**src/core/ufc_pkg.sv**
```systemverilog
// Purpose: Shared constants and types for the UART FIFO control block
// Assumes: Avalon-MM slave, 32-bit data, byte addresses
// Notes:   Both FIFOs are 32 bytes deep
package ufc_pkg;
    localparam int          FIFO_DEPTH   = 32;
    localparam int          CNT_W        = 6;
    // Register byte offsets
    localparam logic [3:0]  OFS_CONTROL  = 4'h0;
    localparam logic [3:0]  OFS_DATA     = 4'h4;
    localparam logic [3:0]  OFS_STATUS   = 4'h8;
    localparam logic [3:0]  OFS_LEVEL    = 4'hc;
    // Control field positions
    localparam int          BIT_ENABLE   = 0;
    localparam int          BIT_RX_FLUSH = 1;
    localparam int          BIT_TX_FLUSH = 2;
    localparam int          BIT_DMA_MODE = 3;
    localparam int          TX_TRIG_LO   = 4;
    localparam int          RX_TRIG_LO   = 6;
    localparam logic [7:0]  CONTROL_RST  = 8'h00;
    // Threshold tables
    localparam logic [5:0]  RX_TRIG_0    = 6'h08;
    localparam logic [5:0]  RX_TRIG_1    = 6'h10;
    localparam logic [5:0]  RX_TRIG_2    = 6'h18;
    localparam logic [5:0]  RX_TRIG_3    = 6'h1c;
    localparam logic [5:0]  TX_TRIG_0    = 6'h10;
    localparam logic [5:0]  TX_TRIG_1    = 6'h08;
    localparam logic [5:0]  TX_TRIG_2    = 6'h18;
    localparam logic [5:0]  TX_TRIG_3    = 6'h1e;
    localparam logic [5:0]  CNT_FULL     = 6'h20;
    localparam logic [5:0]  CNT_ONE      = 6'h01;
    localparam logic [5:0]  CNT_ZERO     = 6'h00;
    localparam logic [4:0]  PTR_ZERO     = 5'h00;

    typedef struct packed {
        logic [1:0] rx_threshold_select;
        logic [1:0] tx_threshold_select;
        logic       dma_mode;
        logic       tx_fifo_flush;
        logic       rx_fifo_flush;
        logic       fifo_enable;
    } ufc_control_t;

    typedef struct packed {
        logic       valid;
        logic [7:0] data;
    } ufc_byte_t;
endpackage

```
**src/core/ufc_top.sv**
```systemverilog
// Purpose: FIFO enable, flush, thresholds and DMA ready pins of one channel
// Assumes: Serializer on the same clock; time-out event is one-cycle pulse
// Notes:   Flush bits self-clear after one cycle of flushing
//
// The implementer's own choices: the Avalon-MM interface to the registers and the register addresses.
`timescale 1ns/1ns
module ufc_top (
    // Clock and reset
    input  wire logic        clk_sys,
    input  wire logic        rstn,
    // Avalon-MM slave
    input  wire logic [3:0]  avs_address,
    input  wire logic        avs_read,
    input  wire logic        avs_write,
    input  wire logic [31:0] avs_writedata,
    input  wire logic [3:0]  avs_byteenable,
    output logic      [31:0] avs_readdata,
    output logic             avs_waitrequest,
    // Transmit serializer side
    output ufc_pkg::ufc_byte_t tx_out,
    input  wire logic        tx_take,
    // Receive deserializer side
    input  wire ufc_pkg::ufc_byte_t rx_in,
    input  wire logic        rx_timeout,
    // Events and DMA pins
    output logic             rx_threshold_event,
    output logic             tx_empty_event,
    output logic             tx_dma_ready_n,
    output logic             rx_dma_ready_n
);
    logic        rst_s1;
    logic        rst_s2;
    ufc_pkg::ufc_control_t ctrl;
    logic [7:0]  tx_mem [ufc_pkg::FIFO_DEPTH];
    logic [7:0]  rx_mem [ufc_pkg::FIFO_DEPTH];
    logic [4:0]  tx_rd;
    logic [4:0]  tx_wr;
    logic [4:0]  rx_rd;
    logic [4:0]  rx_wr;
    logic [5:0]  tx_cnt;
    logic [5:0]  rx_cnt;
    logic [5:0]  rx_trig;
    logic [5:0]  tx_trig;
    logic [5:0]  cap;
    logic        ack;
    logic        ctrl_wr;
    logic        data_wr;
    logic        data_rd;
    logic        tx_push;
    logic        tx_pop;
    logic        rx_push;
    logic        rx_pop;
    logic        timeout_seen;
    logic [31:0] next_readdata;

    // Reset release through two flops
    always_ff @(posedge clk_sys or negedge rstn) begin
        if (!rstn) begin
            rst_s1 <= 1'b0;
            rst_s2 <= 1'b0;
        end else begin
            rst_s1 <= 1'b1;
            rst_s2 <= rst_s1;
        end
    end

    function automatic logic [5:0] rx_level(input logic [1:0] code);
        unique case (code)
            2'b00: rx_level = ufc_pkg::RX_TRIG_0;
            2'b01: rx_level = ufc_pkg::RX_TRIG_1;
            2'b10: rx_level = ufc_pkg::RX_TRIG_2;
            2'b11: rx_level = ufc_pkg::RX_TRIG_3;
        endcase
    endfunction

    function automatic logic [5:0] tx_level(input logic [1:0] code);
        unique case (code)
            2'b00: tx_level = ufc_pkg::TX_TRIG_0;
            2'b01: tx_level = ufc_pkg::TX_TRIG_1;
            2'b10: tx_level = ufc_pkg::TX_TRIG_2;
            2'b11: tx_level = ufc_pkg::TX_TRIG_3;
        endcase
    endfunction

    // Pointers wrap at the depth by their width alone
    function automatic logic [4:0] ptr_inc(input logic [4:0] ptr);
        ptr_inc = ptr + 5'h01;
    endfunction

    // Push and pop are gated, so the count never leaves 0..32
    function automatic logic [5:0] next_count(input logic [5:0] cnt,
                                              input logic       push,
                                              input logic       pop);
        next_count = cnt + {5'h00, push} - {5'h00, pop};
    endfunction

    assign rx_trig = rx_level(ctrl.rx_threshold_select);
    assign tx_trig = tx_level(ctrl.tx_threshold_select);
    // Disabled FIFOs behave as single holding registers
    assign cap = ctrl.fifo_enable ? ufc_pkg::CNT_FULL
                                  : ufc_pkg::CNT_ONE;

    // Bus: one wait cycle, then acknowledge
    always_ff @(posedge clk_sys or negedge rst_s2) begin
        if (!rst_s2) begin
            ack <= 1'b0;
        end else begin
            ack <= (avs_read | avs_write) & ~ack;
        end
    end
    assign avs_waitrequest = (avs_read | avs_write) & ~ack;

    assign ctrl_wr = avs_write & ack & avs_byteenable[0]
                     & (avs_address == ufc_pkg::OFS_CONTROL);
    assign data_wr = avs_write & ack & avs_byteenable[0]
                     & (avs_address == ufc_pkg::OFS_DATA);
    assign data_rd = avs_read & ack
                     & (avs_address == ufc_pkg::OFS_DATA);

    // Control register
    always_ff @(posedge clk_sys or negedge rst_s2) begin
        if (!rst_s2) begin
            ctrl <= ufc_pkg::CONTROL_RST;
        end else if (ctrl_wr) begin
            ctrl.fifo_enable <= avs_writedata[ufc_pkg::BIT_ENABLE];
            // Other fields only land with the enable bit set
            if (avs_writedata[ufc_pkg::BIT_ENABLE]) begin
                ctrl.rx_fifo_flush <= avs_writedata[ufc_pkg::BIT_RX_FLUSH];
                ctrl.tx_fifo_flush <= avs_writedata[ufc_pkg::BIT_TX_FLUSH];
                ctrl.dma_mode <= avs_writedata[ufc_pkg::BIT_DMA_MODE];
                ctrl.tx_threshold_select <=
                    avs_writedata[ufc_pkg::TX_TRIG_LO +: 2];
                ctrl.rx_threshold_select <=
                    avs_writedata[ufc_pkg::RX_TRIG_LO +: 2];
            end else begin
                // Flush bits must not outlive the write
                ctrl.rx_fifo_flush <= 1'b0;
                ctrl.tx_fifo_flush <= 1'b0;
            end
        end else begin
            ctrl.rx_fifo_flush <= 1'b0;
            ctrl.tx_fifo_flush <= 1'b0;
        end
    end

    // Writes into a full FIFO are dropped
    assign tx_push = data_wr & (tx_cnt < cap) & ~ctrl.tx_fifo_flush;
    assign tx_pop  = tx_take & (tx_cnt != ufc_pkg::CNT_ZERO);
    assign rx_push = rx_in.valid & (rx_cnt < cap) & ~ctrl.rx_fifo_flush;
    assign rx_pop  = data_rd & (rx_cnt != ufc_pkg::CNT_ZERO);

    // Transmit FIFO; the shift register outside is never touched
    always_ff @(posedge clk_sys or negedge rst_s2) begin
        if (!rst_s2) begin
            tx_wr <= ufc_pkg::PTR_ZERO;
        end else if (ctrl.tx_fifo_flush) begin
            tx_wr <= ufc_pkg::PTR_ZERO;
        end else if (tx_push) begin
            tx_wr <= ptr_inc(tx_wr);
        end
    end

    // A pop of an empty FIFO leaves the pointer alone
    always_ff @(posedge clk_sys or negedge rst_s2) begin
        if (!rst_s2) begin
            tx_rd <= ufc_pkg::PTR_ZERO;
        end else if (ctrl.tx_fifo_flush) begin
            tx_rd <= ufc_pkg::PTR_ZERO;
        end else if (tx_pop) begin
            tx_rd <= ptr_inc(tx_rd);
        end
    end

    // Flush wins over a push or pop in the same cycle
    always_ff @(posedge clk_sys or negedge rst_s2) begin
        if (!rst_s2) begin
            tx_cnt <= ufc_pkg::CNT_ZERO;
        end else if (ctrl.tx_fifo_flush) begin
            tx_cnt <= ufc_pkg::CNT_ZERO;
        end else begin
            tx_cnt <= next_count(tx_cnt, tx_push, tx_pop);
        end
    end

    always_ff @(posedge clk_sys) begin
        if (tx_push) begin
            tx_mem[tx_wr] <= avs_writedata[7:0];
        end
    end

    always_ff @(posedge clk_sys or negedge rst_s2) begin
        if (!rst_s2) begin
            tx_out <= '0;
        end else begin
            tx_out.valid <= tx_pop;
            tx_out.data  <= tx_mem[tx_rd];
        end
    end

    // Receive FIFO; the shift register outside is never touched
    always_ff @(posedge clk_sys or negedge rst_s2) begin
        if (!rst_s2) begin
            rx_wr <= ufc_pkg::PTR_ZERO;
        end else if (ctrl.rx_fifo_flush) begin
            rx_wr <= ufc_pkg::PTR_ZERO;
        end else if (rx_push) begin
            rx_wr <= ptr_inc(rx_wr);
        end
    end

    // Reading an empty FIFO gives a stale byte and no pop
    always_ff @(posedge clk_sys or negedge rst_s2) begin
        if (!rst_s2) begin
            rx_rd <= ufc_pkg::PTR_ZERO;
        end else if (ctrl.rx_fifo_flush) begin
            rx_rd <= ufc_pkg::PTR_ZERO;
        end else if (rx_pop) begin
            rx_rd <= ptr_inc(rx_rd);
        end
    end

    // Bytes arriving during the flush cycle are lost
    always_ff @(posedge clk_sys or negedge rst_s2) begin
        if (!rst_s2) begin
            rx_cnt <= ufc_pkg::CNT_ZERO;
        end else if (ctrl.rx_fifo_flush) begin
            rx_cnt <= ufc_pkg::CNT_ZERO;
        end else begin
            rx_cnt <= next_count(rx_cnt, rx_push, rx_pop);
        end
    end

    always_ff @(posedge clk_sys) begin
        if (rx_push) begin
            rx_mem[rx_wr] <= rx_in.data;
        end
    end

    // Time-out holds receive ready until the FIFO drains
    // A time-out in the same cycle as the clear wins
    always_ff @(posedge clk_sys or negedge rst_s2) begin
        if (!rst_s2) begin
            timeout_seen <= 1'b0;
        end else if (rx_timeout & ctrl.fifo_enable) begin
            timeout_seen <= 1'b1;
        end else if (rx_cnt == ufc_pkg::CNT_ZERO) begin
            timeout_seen <= 1'b0;
        end
    end

    // Receive event tracks level against threshold
    always_ff @(posedge clk_sys or negedge rst_s2) begin
        if (!rst_s2) begin
            rx_threshold_event <= 1'b0;
        end else if (ctrl.fifo_enable) begin
            rx_threshold_event <= (rx_cnt >= rx_trig);
        end else begin
            rx_threshold_event <= (rx_cnt != ufc_pkg::CNT_ZERO);
        end
    end

    // Transmit event; a lone holding register reports empty only
    always_ff @(posedge clk_sys or negedge rst_s2) begin
        if (!rst_s2) begin
            tx_empty_event <= 1'b0;
        end else if (ctrl.fifo_enable) begin
            tx_empty_event <= (tx_cnt < tx_trig);
        end else begin
            tx_empty_event <= (tx_cnt == ufc_pkg::CNT_ZERO);
        end
    end

    // DMA ready pins, registered
    // Mode 1 holds the pin between threshold and full
    always_ff @(posedge clk_sys or negedge rst_s2) begin
        if (!rst_s2) begin
            tx_dma_ready_n <= 1'b1;
        end else if (!ctrl.fifo_enable || !ctrl.dma_mode) begin
            tx_dma_ready_n <= (tx_cnt != ufc_pkg::CNT_ZERO);
        end else if (tx_cnt == ufc_pkg::CNT_FULL) begin
            tx_dma_ready_n <= 1'b1;
        end else if (tx_cnt < tx_trig) begin
            tx_dma_ready_n <= 1'b0;
        end
    end

    // Mode 1: low from threshold or time-out until empty
    always_ff @(posedge clk_sys or negedge rst_s2) begin
        if (!rst_s2) begin
            rx_dma_ready_n <= 1'b1;
        end else if (!ctrl.fifo_enable || !ctrl.dma_mode) begin
            rx_dma_ready_n <= (rx_cnt == ufc_pkg::CNT_ZERO);
        end else if (rx_cnt == ufc_pkg::CNT_ZERO) begin
            rx_dma_ready_n <= 1'b1;
        end else if (rx_cnt >= rx_trig || timeout_seen) begin
            rx_dma_ready_n <= 1'b0;
        end
    end

    // Read mux
    always_comb begin
        next_readdata = 32'h0000_0000;
        unique case (avs_address)
            ufc_pkg::OFS_CONTROL: next_readdata[7:0] = ctrl;
            ufc_pkg::OFS_DATA:    next_readdata[7:0] = rx_mem[rx_rd];
            ufc_pkg::OFS_STATUS: begin
                next_readdata[0] = ctrl.fifo_enable;
                next_readdata[1] = timeout_seen;
                next_readdata[2] = rx_threshold_event;
                next_readdata[3] = tx_empty_event;
                next_readdata[4] = rx_dma_ready_n;
                next_readdata[5] = tx_dma_ready_n;
            end
            ufc_pkg::OFS_LEVEL: begin
                next_readdata[5:0]  = rx_cnt;
                next_readdata[13:8] = tx_cnt;
            end
            default:              next_readdata = 32'h0000_0000;
        endcase
    end

    // Loaded in the wait cycle so the answer stands from a flop
    always_ff @(posedge clk_sys or negedge rst_s2) begin
        if (!rst_s2) begin
            avs_readdata <= 32'h0000_0000;
        end else if (avs_read & ~ack) begin
            avs_readdata <= next_readdata;
        end
    end
endmodule

```
**config.mk**
```make
export PLATFORM = sky130hd
export DESIGN_NAME = ufc_top
export DESIGN_NICKNAME = d
export VERILOG_FILES = /design/src/core/ufc_pkg.sv /design/src/core/ufc_top.sv
export SDC_FILE = /design/constraint.sdc
export NUM_CORES = 1
export LEC_CHECK = 0
export BUFFER_PORTS_ARGS = -buffer_cell sky130_fd_sc_hd__buf_2
export CAP_MARGIN = 15
export CORE_MARGIN = 2
export CORE_UTILIZATION = 45
export CTS_BUF_LIST = sky130_fd_sc_hd__clkbuf_4 sky130_fd_sc_hd__clkbuf_8
export DETAILED_ROUTE_END_ITERATION = 6
export RECOVER_POWER = 50
export SYNTH_ARGS = -nofsm -noshare
export SYNTH_HDL_FRONTEND = slang
export SYNTH_SLANG_ARGS = --single-unit
export TNS_END_PERCENT = 20
```
**constraint.sdc**
```tcl
create_clock -name clk_sys -period 3.3 [get_ports clk_sys]
set_input_delay 0.33 -clock clk_sys [delete_from_list [all_inputs] [get_ports clk_sys]]
set_output_delay 0.33 -clock clk_sys [all_outputs]
set_load 0.005 [all_outputs]
```
## Word level (Yosys, flattened, before mapping)

Memories as Yosys holds them, arrays and structs flattened. A register that Yosys moved wholly into a read port is not among the register bits.
Cells that the tools add are included.

| storage, ports and cells | value |
|---|---|
| memory bits (writable) | 512 |
| bits in registers | 63 |
| memories kept | 2 |
| bits of input ports | 55 |
| logic and storage cells | 117 |
| output and inout bits | 46 |

Memory list:

| memory | words | bits a word | rd ports | clocked after Yosys merged registers in | wr ports | RTL line | RTL |
|---|---|---|---|---|---|---|---|
| rx_mem | 32 | 8 | 1 | 0 | 1 | ufc_top.sv:35 | `logic [7:0] rx_mem [ufc_pkg::FIFO_DEPTH];` |
| tx_mem | 32 | 8 | 1 | 1 | 1 | ufc_top.sv:34 | `logic [7:0] tx_mem [ufc_pkg::FIFO_DEPTH];` |

| operators by class | value |
|---|---|
| bitwise gates (word level) | 19 |
| muxes and demuxes | 32 |
| $lt $le $gt $ge | 4 |
| reduce and logical (&&, ||, !) cells | 20 |
| add/sub/neg operators | 8 |
| equality and inequality tests | 10 |

Operators by type and width:

| cell | number |
|---|---|
| $pmux W6 S4 | 3 |
| $mux W5 | 8 |
| $mux W6 | 4 |
| $add A5 B1 Y5 const B | 4 |
| $lt A6 B6 Y1 | 3 |
| $and A1 B1 Y1 | 15 |
| $mux W1 | 14 |
| $add A6 B1 Y6 | 2 |
| $logic_not A6 Y1 | 2 |
| $reduce_bool A6 Y1 | 2 |
| $sub A6 B1 Y6 | 2 |
| $reduce_bool A2 Y1 | 5 |
| $eq A2 B2 Y1 const B | 4 |
| $eq A4 B4 Y1 const B | 2 |
| $eq A6 B6 Y1 const B | 1 |
| $ge A6 B6 Y1 | 1 |
| $reduce_bool A3 Y1 | 2 |
| $eq A2 B1 Y1 const B | 2 |
| $eq A4 B3 Y1 const B | 1 |
| $logic_not A2 Y1 | 2 |
| $logic_not A4 Y1 | 1 |
| $mux W2 | 2 |
| $pmux W2 S2 | 1 |
| $logic_not A1 Y1 | 3 |
| other kinds (4) | 7 |

## Logic depth before layout (Yosys ltp)

Gate-level depths: netlist (run 1).

| logic depth | value |
|---|---|
| depth after elaboration | 8 |
| depth in mapped cells | 16 |

## Least setup slack after synthesis (run 1)

OpenSTA, ideal clock, no wires.

| path | value |
|---|---|
| path kind | input to register |
| start | input port avs_address[3] |
| end | register tx_cnt[5] |
| path slack | -0.052 ns |
| setup time | 0.125 ns |
| path buffers | 1 |
| stages on the path | 13 |
| data arrival time | 3.227 ns |
| cells stage by stage | buf_2 -> or4b_1 -> nor3b_4 -> nand2_1 -> or2_1 -> ha_1 -> inv_1 -> ha_1 -> a21o_1 -> a21oi_1 -> o21bai_1 -> a21oi_1 -> mux2_2 |

| between the ends | value |
|---|---|
| word-level cells in the longest chain between the ends | 7 |

RTL lines:

| what | RTL line | RTL |
|---|---|---|
| start, declared | ufc_top.sv:12 | `input wire logic [3:0] avs_address,` |
| $eq A4 B3 Y1 | ufc_top.sv:116 | `& (avs_address == ufc_pkg::OFS_DATA);` |
| $and A1 B1 Y1 | ufc_top.sv:116 |  |
| $and A1 B1 Y1 (2 in series) | ufc_top.sv:147 | `assign tx_push = data_wr & (tx_cnt < cap) & ~ctrl.tx_fifo_flush;` |
| $add A6 B1 Y6 | ufc_top.sv:94 | `next_count = cnt + {5'h00, push} - {5'h00, pop};` |
| $sub A6 B1 Y6 | ufc_top.sv:94 |  |
| $mux W6 | ufc_top.sv:178 | `end else if (ctrl.tx_fifo_flush) begin` |
| end signal, assigned | ufc_top.sv:177 | `tx_cnt <= ufc_pkg::CNT_ZERO;` |
| end signal, assigned | ufc_top.sv:179 | `tx_cnt <= ufc_pkg::CNT_ZERO;` |
| end signal, assigned | ufc_top.sv:181 | `tx_cnt <= next_count(tx_cnt, tx_push, tx_pop);` |
| end, declared | ufc_top.sv:40 | `logic [5:0] tx_cnt;` |

No other way between the ends.
A chain may end at the register's enable or synchronous reset.

## Worst setup path after layout (run 1)

| path | value |
|---|---|
| start | register tx_cnt[4] |
| end | register tx_cnt[5] |

| between the ends | value |
|---|---|
| word-level cells in the longest chain between the ends | 6 |
| elaborated cells on any way between the ends | 8 |
| those cells by class | add/sub: 2; order compare: 1; mux: 1; bitwise: 3; reduce/logical: 1 |

RTL lines:

| what | RTL line |
|---|---|
| $lt A6 B6 Y1 | ufc_top.sv:147 |
| $and A1 B1 Y1 (2 in series) | ufc_top.sv:147 |
| $add A6 B1 Y6 | ufc_top.sv:94 |
| $sub A6 B1 Y6 (*) | ufc_top.sv:94 |
| $mux W6 (*) | ufc_top.sv:178 |

Every way passes the cells marked *; elsewhere a longest branch is shown, timed or not.

==> results of run 1 <==
## where the power goes
| group | leakage (nW) | internal, mW | switching (mW) |
|---|---|---|---|
| Sequential | 5.48 | 8.44 | 0.574 |
| Combinational | 2.95 | 2.55 | 2.30 |
| Clock | 1.02 | 3.43 | 2.84 |
| Total | 9.45 | 14.4 | 5.72 |
## cell families after synthesis
family | Yosys count | synth area share (%)
compound gates | 102 | 3.07
xor+xnor | 22 | 0.815
fa+ha+maj | 39 | 2.13
buf+inv | 98 | 2.21
flops | 583 | 72.5
mux | 185 | 14.8
other cells | 2 | 0.0317
simple gates | 211 | 4.41
## state kept, by name (all words and copies together), names as in the netlist, 5 cells and up
| name | flops |
|---|---|
| rx_mem | 256 |
| tx_mem | 256 |
| avs_readdata | 14 |
| tx_out | 9 |
| ctrl | 8 |
| rx_cnt | 6 |
| tx_cnt | 6 |
| rx_rd | 5 |
| rx_wr | 5 |
| tx_rd | 5 |
| tx_wr | 5 |
## cells in the mapped netlist, types with 3 or more instances
cell type	n	area, um2
sky130_fd_sc_hd__nor3_1	3	15.0
sky130_fd_sc_hd__a22oi_1	12	90.1
sky130_fd_sc_hd__a221o_1	7	70.1
sky130_fd_sc_hd__buf_1	9	33.8
sky130_fd_sc_hd__clkbuf_1	30	113
sky130_fd_sc_hd__o221ai_1	8	70.1
sky130_fd_sc_hd__nor2b_1	14	87.6
sky130_fd_sc_hd__a21oi_1	16	80.1
sky130_fd_sc_hd__and3_1	4	25.0
sky130_fd_sc_hd__nand3b_1	6	45.0
sky130_fd_sc_hd__mux2_2	22	248
sky130_fd_sc_hd__o21ai_0	11	55.1
sky130_fd_sc_hd__xnor2_1	9	78.8
sky130_fd_sc_hd__or3b_2	3	26.3
sky130_fd_sc_hd__buf_6	8	90.1
sky130_fd_sc_hd__o22ai_1	8	50.1
sky130_fd_sc_hd__edfxtp_1	512	15400
sky130_fd_sc_hd__nand4_1	6	37.5
sky130_fd_sc_hd__dfrtp_1	69	1730
sky130_fd_sc_hd__nand2b_1	5	31.3
sky130_fd_sc_hd__nand2_1	30	113
sky130_fd_sc_hd__or3_1	3	18.8
sky130_fd_sc_hd__nand3_1	8	40.0
sky130_fd_sc_hd__mux4_2	130	2930
sky130_fd_sc_hd__xor2_1	13	114
sky130_fd_sc_hd__and2_1	4	25.0
sky130_fd_sc_hd__a22o_1	9	78.8
sky130_fd_sc_hd__a21o_1	6	45.0
sky130_fd_sc_hd__nand4b_2	4	60.1
sky130_fd_sc_hd__buf_4	23	173
sky130_fd_sc_hd__ha_1	37	463
sky130_fd_sc_hd__inv_1	22	82.6
sky130_fd_sc_hd__a211oi_1	15	113
sky130_fd_sc_hd__mux2i_1	33	330
sky130_fd_sc_hd__nor2_1	111	417
sky130_fd_sc_hd__buf_2	6	30.0
## cell type report
cell class,count,area (um2)
flip-flops and latches,583,17200
well taps,688,861
multi-input cells,578,6050
clock inverters,42,264
fillers,4206,25000
clock buffers,137,1670
repair buffers,161,1100
inverters,22,82.6
## worst reg2reg max path: stages (launching register included)
cell	delay [ps]
sky130_fd_sc_hd__dfrtp_1	410
sky130_fd_sc_hd__inv_1	130
sky130_fd_sc_hd__ha_1	150
sky130_fd_sc_hd__nor4bb_1	460
sky130_fd_sc_hd__nor2b_1	140
sky130_fd_sc_hd__ha_1	300
sky130_fd_sc_hd__inv_1	40
sky130_fd_sc_hd__ha_1	200
sky130_fd_sc_hd__a21o_1	180
sky130_fd_sc_hd__a21oi_1	220
sky130_fd_sc_hd__o21bai_1	100
sky130_fd_sc_hd__a21oi_1	170
sky130_fd_sc_hd__mux2_2	350
## how the worst max path moves through the flow
stage,startpoint,end,slack [ps],cells past startpoint
after floorplan,avs_address[3],tx_cnt[5],20,13
after global placement,avs_address[1],tx_cnt[5],100,13
after detailed placement,avs_address[1],tx_cnt[5],70,13
after CTS,ctrl[0],rx_cnt[5],200,14
after global routing,rx_cnt[3],rx_cnt[5],60,14
final,tx_cnt[4],tx_cnt[5],340,12
## metal layers
layer	routed length, um	global-route usage (%)	share of wire (%)	up-vias
met4	1180	7.11	2.4	0
met1	21100	24.8	43	6037
met3	2290	3.45	4.6	76
li1	-	-	-	5350
met5	0	0	0	-
met2	24800	31.2	50	243
## per-stage QoR
step / setup WS, ps / std cells / hold WS, ps
floorplan: 18.3 / 1259 / 34.4
global placement: 104 / 2027 / 117
detailed placement: 72.0 / 2027 / 120
CTS: 200 / 2211 / 63.3
global route: 62.7 / 2211 / 89.1
finish: 338 / 2211 / 115
## cell usage in the layout (no fill, tap or decap), drive strengths merged, types with 5 or more instances in the layout
cell,n
a211oi,15
a21o,6
a21oi,16
a221o,7
a22o,9
a22oi,12
buf,135
clkbuf,158
clkinv,35
conb,19
dfrtp,69
dlygate4sd3,5
edfxtp,512
ha,37
inv,27
mux2,22
mux2i,33
mux4,130
nand2,30
nand2b,5
nand3,8
nand3b,6
nand4,6
nand4b,5
nor2,111
nor2b,14
o21ai,13
o221ai,8
o22ai,8
xnor2,9
xor2,13
## repair_timing
action,in CTS,in global routing
hold endpoints to repair,4,0
hold buffers,5,0
resized for setup,0,2
buffers inserted,0,0
endpoints found under the setup margin,0,2
==> flow_metrics.env, run 1 <==
export IMPL_syn_avg_cell_area_um2=19.0
export IMPL_critical_path_n_buffers_inverters=2
export IMPL_die_width_um=233
export IMPL_synth_cell_type_count=55
export IMPL_route_antenna_remaining_nets=0
export IMPL_clock_root_buffer="sky130_fd_sc_hd__clkbuf_8"
export IMPL_port_buffers=55
export IMPL_grt_setup_unrepaired="false"
export IMPL_drt_first_iter_violations=878
export IMPL_synth_enable_flop_cells=512
export IMPL_violations="capacitance limit, slew limit"
export IMPL_globalRoute_totalOverflow=0
export IMPL_final_area_um2=27200
export IMPL_max_clock_path_buffers=3
export IMPL_antennaDiodeCount=0
export IMPL_min_delay_path_depth=3
export IMPL_timing_critical_path_to_type="flip-flop"
export IMPL_synthArstFlopShare_pct=12.2
export IMPL_min_delay_worst_endpoint="tx_out[8]"
export IMPL_total_number_of_yosys_warnings=0
export IMPL_worstMarginPinSlew_ps=1730
export IMPL_dominant_cell_type_by_count_on_the_critical_path="sky130_fd_sc_hd__ha_1"
export IMPL_grt_use_total_pct=18.8
export IMPL_fin_total_pwr_mw=20.1
export IMPL_setup_reg_to_reg_worst_slack_ps=340
export IMPL_fp_coreArea_um2=52200
export IMPL_timing_critical_path_slowest_cell_delay_ps=460
export IMPL_initial_antenna_violation_count=0
export IMPL_htree_num_levels=3
export IMPL_largest_net_degree_at_the_start_of_global_routing=62
export IMPL_final_setup_skew_ps=33.3
export IMPL_ys_seq_elements=583
export IMPL_clock_buffers_created_by_tritoncts=96
export IMPL_timing_critical_path_cells="inv_1, ha_1, nor4bb_1, nor2b_1, ha_1, inv_1, ha_1, a21o_1, a21oi_1, o21bai_1, a21oi_1, mux2_2"
export IMPL_maxCapViolations=9
export IMPL_yosysSeqAreaShare_pct=72.5
export IMPL_synthesis_area_um2=23700
export IMPL_wirelength_um=49300
export IMPL_number_of_detailed_routing_iterations_run_before_antenna_repair=5
export IMPL_clkTransAtPathRegs_ps=60
export IMPL_vdd_ir_drop_max_mv=0.528
export IMPL_viasPerCell=5.29
export IMPL_crit_path_start_kind="flip-flop"
export IMPL_final_period_utilization_pct=89.7
export IMPL_grt_pass1_vias=12361
export IMPL_layout_min_cycle_time_ps=2960
export IMPL_maxSlewViolCount=273
export IMPL_worst_r2r_startpoint="tx_cnt[4]"
export IMPL_max_clock_freq_mhz=338
export IMPL_row_count=84
export IMPL_required_time_at_the_worst_slack_endpoint_ps=3870
export IMPL_start_util_pct=45.3
export IMPL_synthesis_instances=1242
export IMPL_power_leakage_nw=9.45
export IMPL_dr_total_vias=11706
export IMPL_detailed_place_hpwl_um=31000
export IMPL_crit_path_max_fanout=4
export IMPL_detail_route_drc_violations=0
export IMPL_critical_path_slowest_cell="sky130_fd_sc_hd__nor4bb_1"
export IMPL_io_pins=101
export IMPL_syn_to_final_growth_pct=15.0
export IMPL_timing_setup_critical_path_class="flip-flop to flip-flop"
export IMPL_number_of_nets_in_the_layout=1536
export IMPL_floorplan_die_area_um2=54400
export IMPL_setup_tns_ps=0
export IMPL_critical_path_reg2reg_endpoint="tx_cnt[5]"
export IMPL_final_hold_violation_count=0
export IMPL_drive_gt1_share_pct=30.1
export IMPL_synth_ff_type="sky130_fd_sc_hd__edfxtp_1"
export IMPL_final_core_utilization_pct=52.1
export IMPL_critical_path_top_delay_family="compound AO/OA/AOI/OAI gates"
export IMPL_clock_sink_count=583
export IMPL_routed_wire_length_per_instance_um=22.3
export IMPL_run_status="finished, violations left"
export IMPL_hold_path_startpoint="tx_take"
export IMPL_timing_slew_headroom_pct=-15.5
export IMPL_worst_skew_pair_late_latency_ps=690
export IMPL_setup_viol=0
export IMPL_power_density_nw_per_um2=740
export IMPL_dieHeight_um=233
export IMPL_hold_path_class="input pin to flip-flop"
export IMPL_global_route_wire_length_before_repair_um=75400
export IMPL_cts_tree="yes"
export IMPL_cp_data_arrival_time_ps=3530
export IMPL_place_congestion=0.762
export IMPL_rr_worst_depth=12
export IMPL_place_area_um2=25200
Note: power is estimated with default switching activity, not from simulation.
==> run 2, diff against run 1 <==
Settings changed: RECOVER_POWER 50 to 100.
==> run 2 against run 1 <==
Fmax is 4.1% lower; core utilization shrank 0.59 points; first-iteration DRC count down 1.5%; cell count unchanged; sequential share of layout area up 0.72 points; clock-buffer cell count unchanged; flip-flop and latch count is the same; the flow still finishes with violations (capacitance limit, slew limit); critical endpoint is now tx_mem[9][7]; critical path type unchanged.
==> flow_metrics.env, run 2 (synthesis gave the netlist of run 1 again) <==
export IMPL_timing_critical_path_slowest_cell_delay_ps=590
export IMPL_dominant_cell_type_by_count_on_the_critical_path="sky130_fd_sc_hd__clkbuf_1"
export IMPL_clkTransAtPathRegs_ps=60
export IMPL_worstMarginPinSlew_ps=1730
export IMPL_timing_critical_path_to_type="flip-flop"
export IMPL_final_area_um2=26900
export IMPL_layout_common_cells="sky130_fd_sc_hd__edfxtp_1 (512), sky130_fd_sc_hd__mux4_2 (130), sky130_fd_sc_hd__nor2_1 (111), sky130_fd_sc_hd__clkbuf_8 (102), sky130_fd_sc_hd__clkbuf_1 (101)"
export IMPL_start_util_pct=45.3
export IMPL_antennaDiodeCount=0
export IMPL_pre_cts_slack_ps=72.0
export IMPL_drive_gt1_share_pct=24.5
export IMPL_maxCapViolations=9
export IMPL_max_clock_freq_mhz=324
export IMPL_worst_slack_ps=212
export IMPL_setup_viol=0
export IMPL_critical_path_n_buffers_inverters=3
export IMPL_cts_tree="yes"
export IMPL_global_route_wire_length_before_repair_um=75400
export IMPL_timing_setup_critical_path_class="flip-flop to flip-flop"
export IMPL_timing_slew_headroom_pct=-15.1
export IMPL_grt_pass1_vias=12361
export IMPL_place_area_um2=25200
export IMPL_layout_min_cycle_time_ps=3090
export IMPL_htree_num_levels=3
export IMPL_cellInternalPower_mw=14.4
export IMPL_clock_buffers_created_by_tritoncts=96
export IMPL_largest_net_degree_at_the_start_of_global_routing=62
export IMPL_wirelength_um=49400
export IMPL_maxSlewViolCount=272
export IMPL_clock_sink_count=583
export IMPL_io_pins=101
export IMPL_grt_use_total_pct=18.8
export IMPL_final_period_utilization_pct=93.6
export IMPL_routed_wire_length_per_instance_um=22.3
export IMPL_setup_tns_ps=0
export IMPL_grt_setup_unrepaired="false"
export IMPL_vdd_ir_drop_max_mv=0.530
export IMPL_syn_to_final_growth_pct=13.7
export IMPL_crit_path_max_fanout=8
export IMPL_critical_path_slowest_cell="sky130_fd_sc_hd__nand4b_1"
export IMPL_run_status="finished, violations left"
export IMPL_layout_cells_most_common="sky130_fd_sc_hd__edfxtp_1"
export IMPL_detail_route_drc_violations=0
export IMPL_cts_setup_buffers=0
export IMPL_row_count=84
export IMPL_power_switching_mw=5.71
export IMPL_clock_root_buffer="sky130_fd_sc_hd__clkbuf_8"
export IMPL_port_buffers=55
export IMPL_fp_coreArea_um2=52200
export IMPL_crit_path_start_kind="flip-flop"
export IMPL_die_width_um=233
export IMPL_dr_total_vias=11723
export IMPL_dieHeight_um=233
export IMPL_viasPerCell=5.30
export IMPL_biggest_registers_after_layout="rx_mem (256), tx_mem (256), avs_readdata (14)"
export IMPL_power_combinational_fraction_pct=23.9
export IMPL_max_clock_path_buffers=3
export IMPL_power_density_nw_per_um2=747
export IMPL_cp_data_arrival_time_ps=3380
export IMPL_hold_path_class="input pin to flip-flop"
export IMPL_timing_critical_path_cells="inv_1, ha_1, o31a_1, o21ai_1, clkbuf_1, nand4b_1, nor2_1, clkbuf_1"
export IMPL_setup_reg_to_reg_worst_slack_ps=210
export IMPL_worst_r2r_startpoint="tx_cnt[2]"
export IMPL_globalRoute_totalOverflow=0
export IMPL_required_time_at_the_worst_slack_endpoint_ps=3590
export IMPL_critical_path_reg2reg_endpoint="tx_mem[9][7]"
export IMPL_min_delay_path_depth=5
export IMPL_final_setup_skew_ps=35.8
export IMPL_route_antenna_remaining_nets=0
export IMPL_place_congestion=0.762
export IMPL_rr_worst_depth=8
export IMPL_p_clk_share_pct=31.2
export IMPL_drt_first_iter_violations=865
export IMPL_final_hold_worst_slack_ps=158
export IMPL_final_hold_violation_count=0
export IMPL_violations="capacitance limit, slew limit"
export IMPL_critical_path_top_delay_family="buffers and inverters"
export IMPL_worst_skew_pair_late_latency_ps=690
export IMPL_initial_antenna_violation_count=0
export IMPL_number_of_nets_in_the_layout=1536
export IMPL_floorplan_die_area_um2=54400
export IMPL_min_delay_worst_endpoint="avs_readdata[11]"
export IMPL_detailed_place_hpwl_um=31000
export IMPL_number_of_detailed_routing_iterations_run_before_antenna_repair=5
export IMPL_switching_share_pct=28.4
export IMPL_seq_power_share_pct=44.9
export IMPL_power_leakage_nw=9.08
export IMPL_hold_path_startpoint="avs_address[1]"
export IMPL_fin_total_pwr_mw=20.1
## run 2: cell types whose count changed in the layout (fill, tap and decap cells not counted), sizes merged
cell    change
clkbuf     +86
buf        -86
## run 2: tightest hold or removal path, stage by stage
cell                       delay, ps
sky130_fd_sc_hd__buf_2           120
sky130_fd_sc_hd__nor4bb_1         50
sky130_fd_sc_hd__buf_4           170
sky130_fd_sc_hd__nand2_1          70
sky130_fd_sc_hd__o21ai_0          60
## run 2: layer usage
metal	vias to the layer above	GRT usage, %	routed length, um
li1	5362	-	-
met5	-	0	0
met3	76	3.45	2210
met2	250	31.2	24800
met1	6035	24.8	21200
met4	0	7.11	1150
## run 2: power groups by stage
stage	Combinational (mW)	Clock (mW)	Sequential, mW
after floorplan	3.91	0	8.77
after global routing	5.26	6.78	9.08
after global placement	4.88	0	9.16
final	4.79	6.27	9.01
after CTS	4.95	6.46	9.03
after detailed placement	4.91	0	9.17
## run 2: worst max path at each step
stage                    from      endpoint  slack (ps)  depth (start not counted)
6_report            tx_cnt[2]  tx_mem[9][7]         210                          8
5_1_grt             tx_cnt[2]  tx_mem[9][7]          40                          8
4_1_cts               ctrl[0]     rx_cnt[5]         200                         14
3_5_place_dp   avs_address[1]     tx_cnt[5]          70                         13
3_3_place_gp   avs_address[1]     tx_cnt[5]         100                         13
2_1_floorplan  avs_address[3]     tx_cnt[5]          20                         13
## run 2: timing repair
action	in CTS	in global routing
setup endpoints to repair	0	2
gates resized for setup	0	2
endpoints found under the hold margin	4	0
hold buffers	5	0
## run 2: cell type report
class                           instances  area, um2
Clock inverter                         42        264
Tap cell                              688        861
Inverter                               22       82.6
Clock buffer                          137       1670
Fill cell                            4282      25300
Timing Repair Buffer                  161        813
Multi-Input combinational cell        578       6040
Sequential cell                       583      17200
## run 2: per-stage QoR
step	instances	utilization, %
final	2211	51.5
after global routing	2211	51.5
after CTS	2211	52.1
after detailed placement	2027	48.3
after global placement	2027	48.3
after floorplan	1259	-
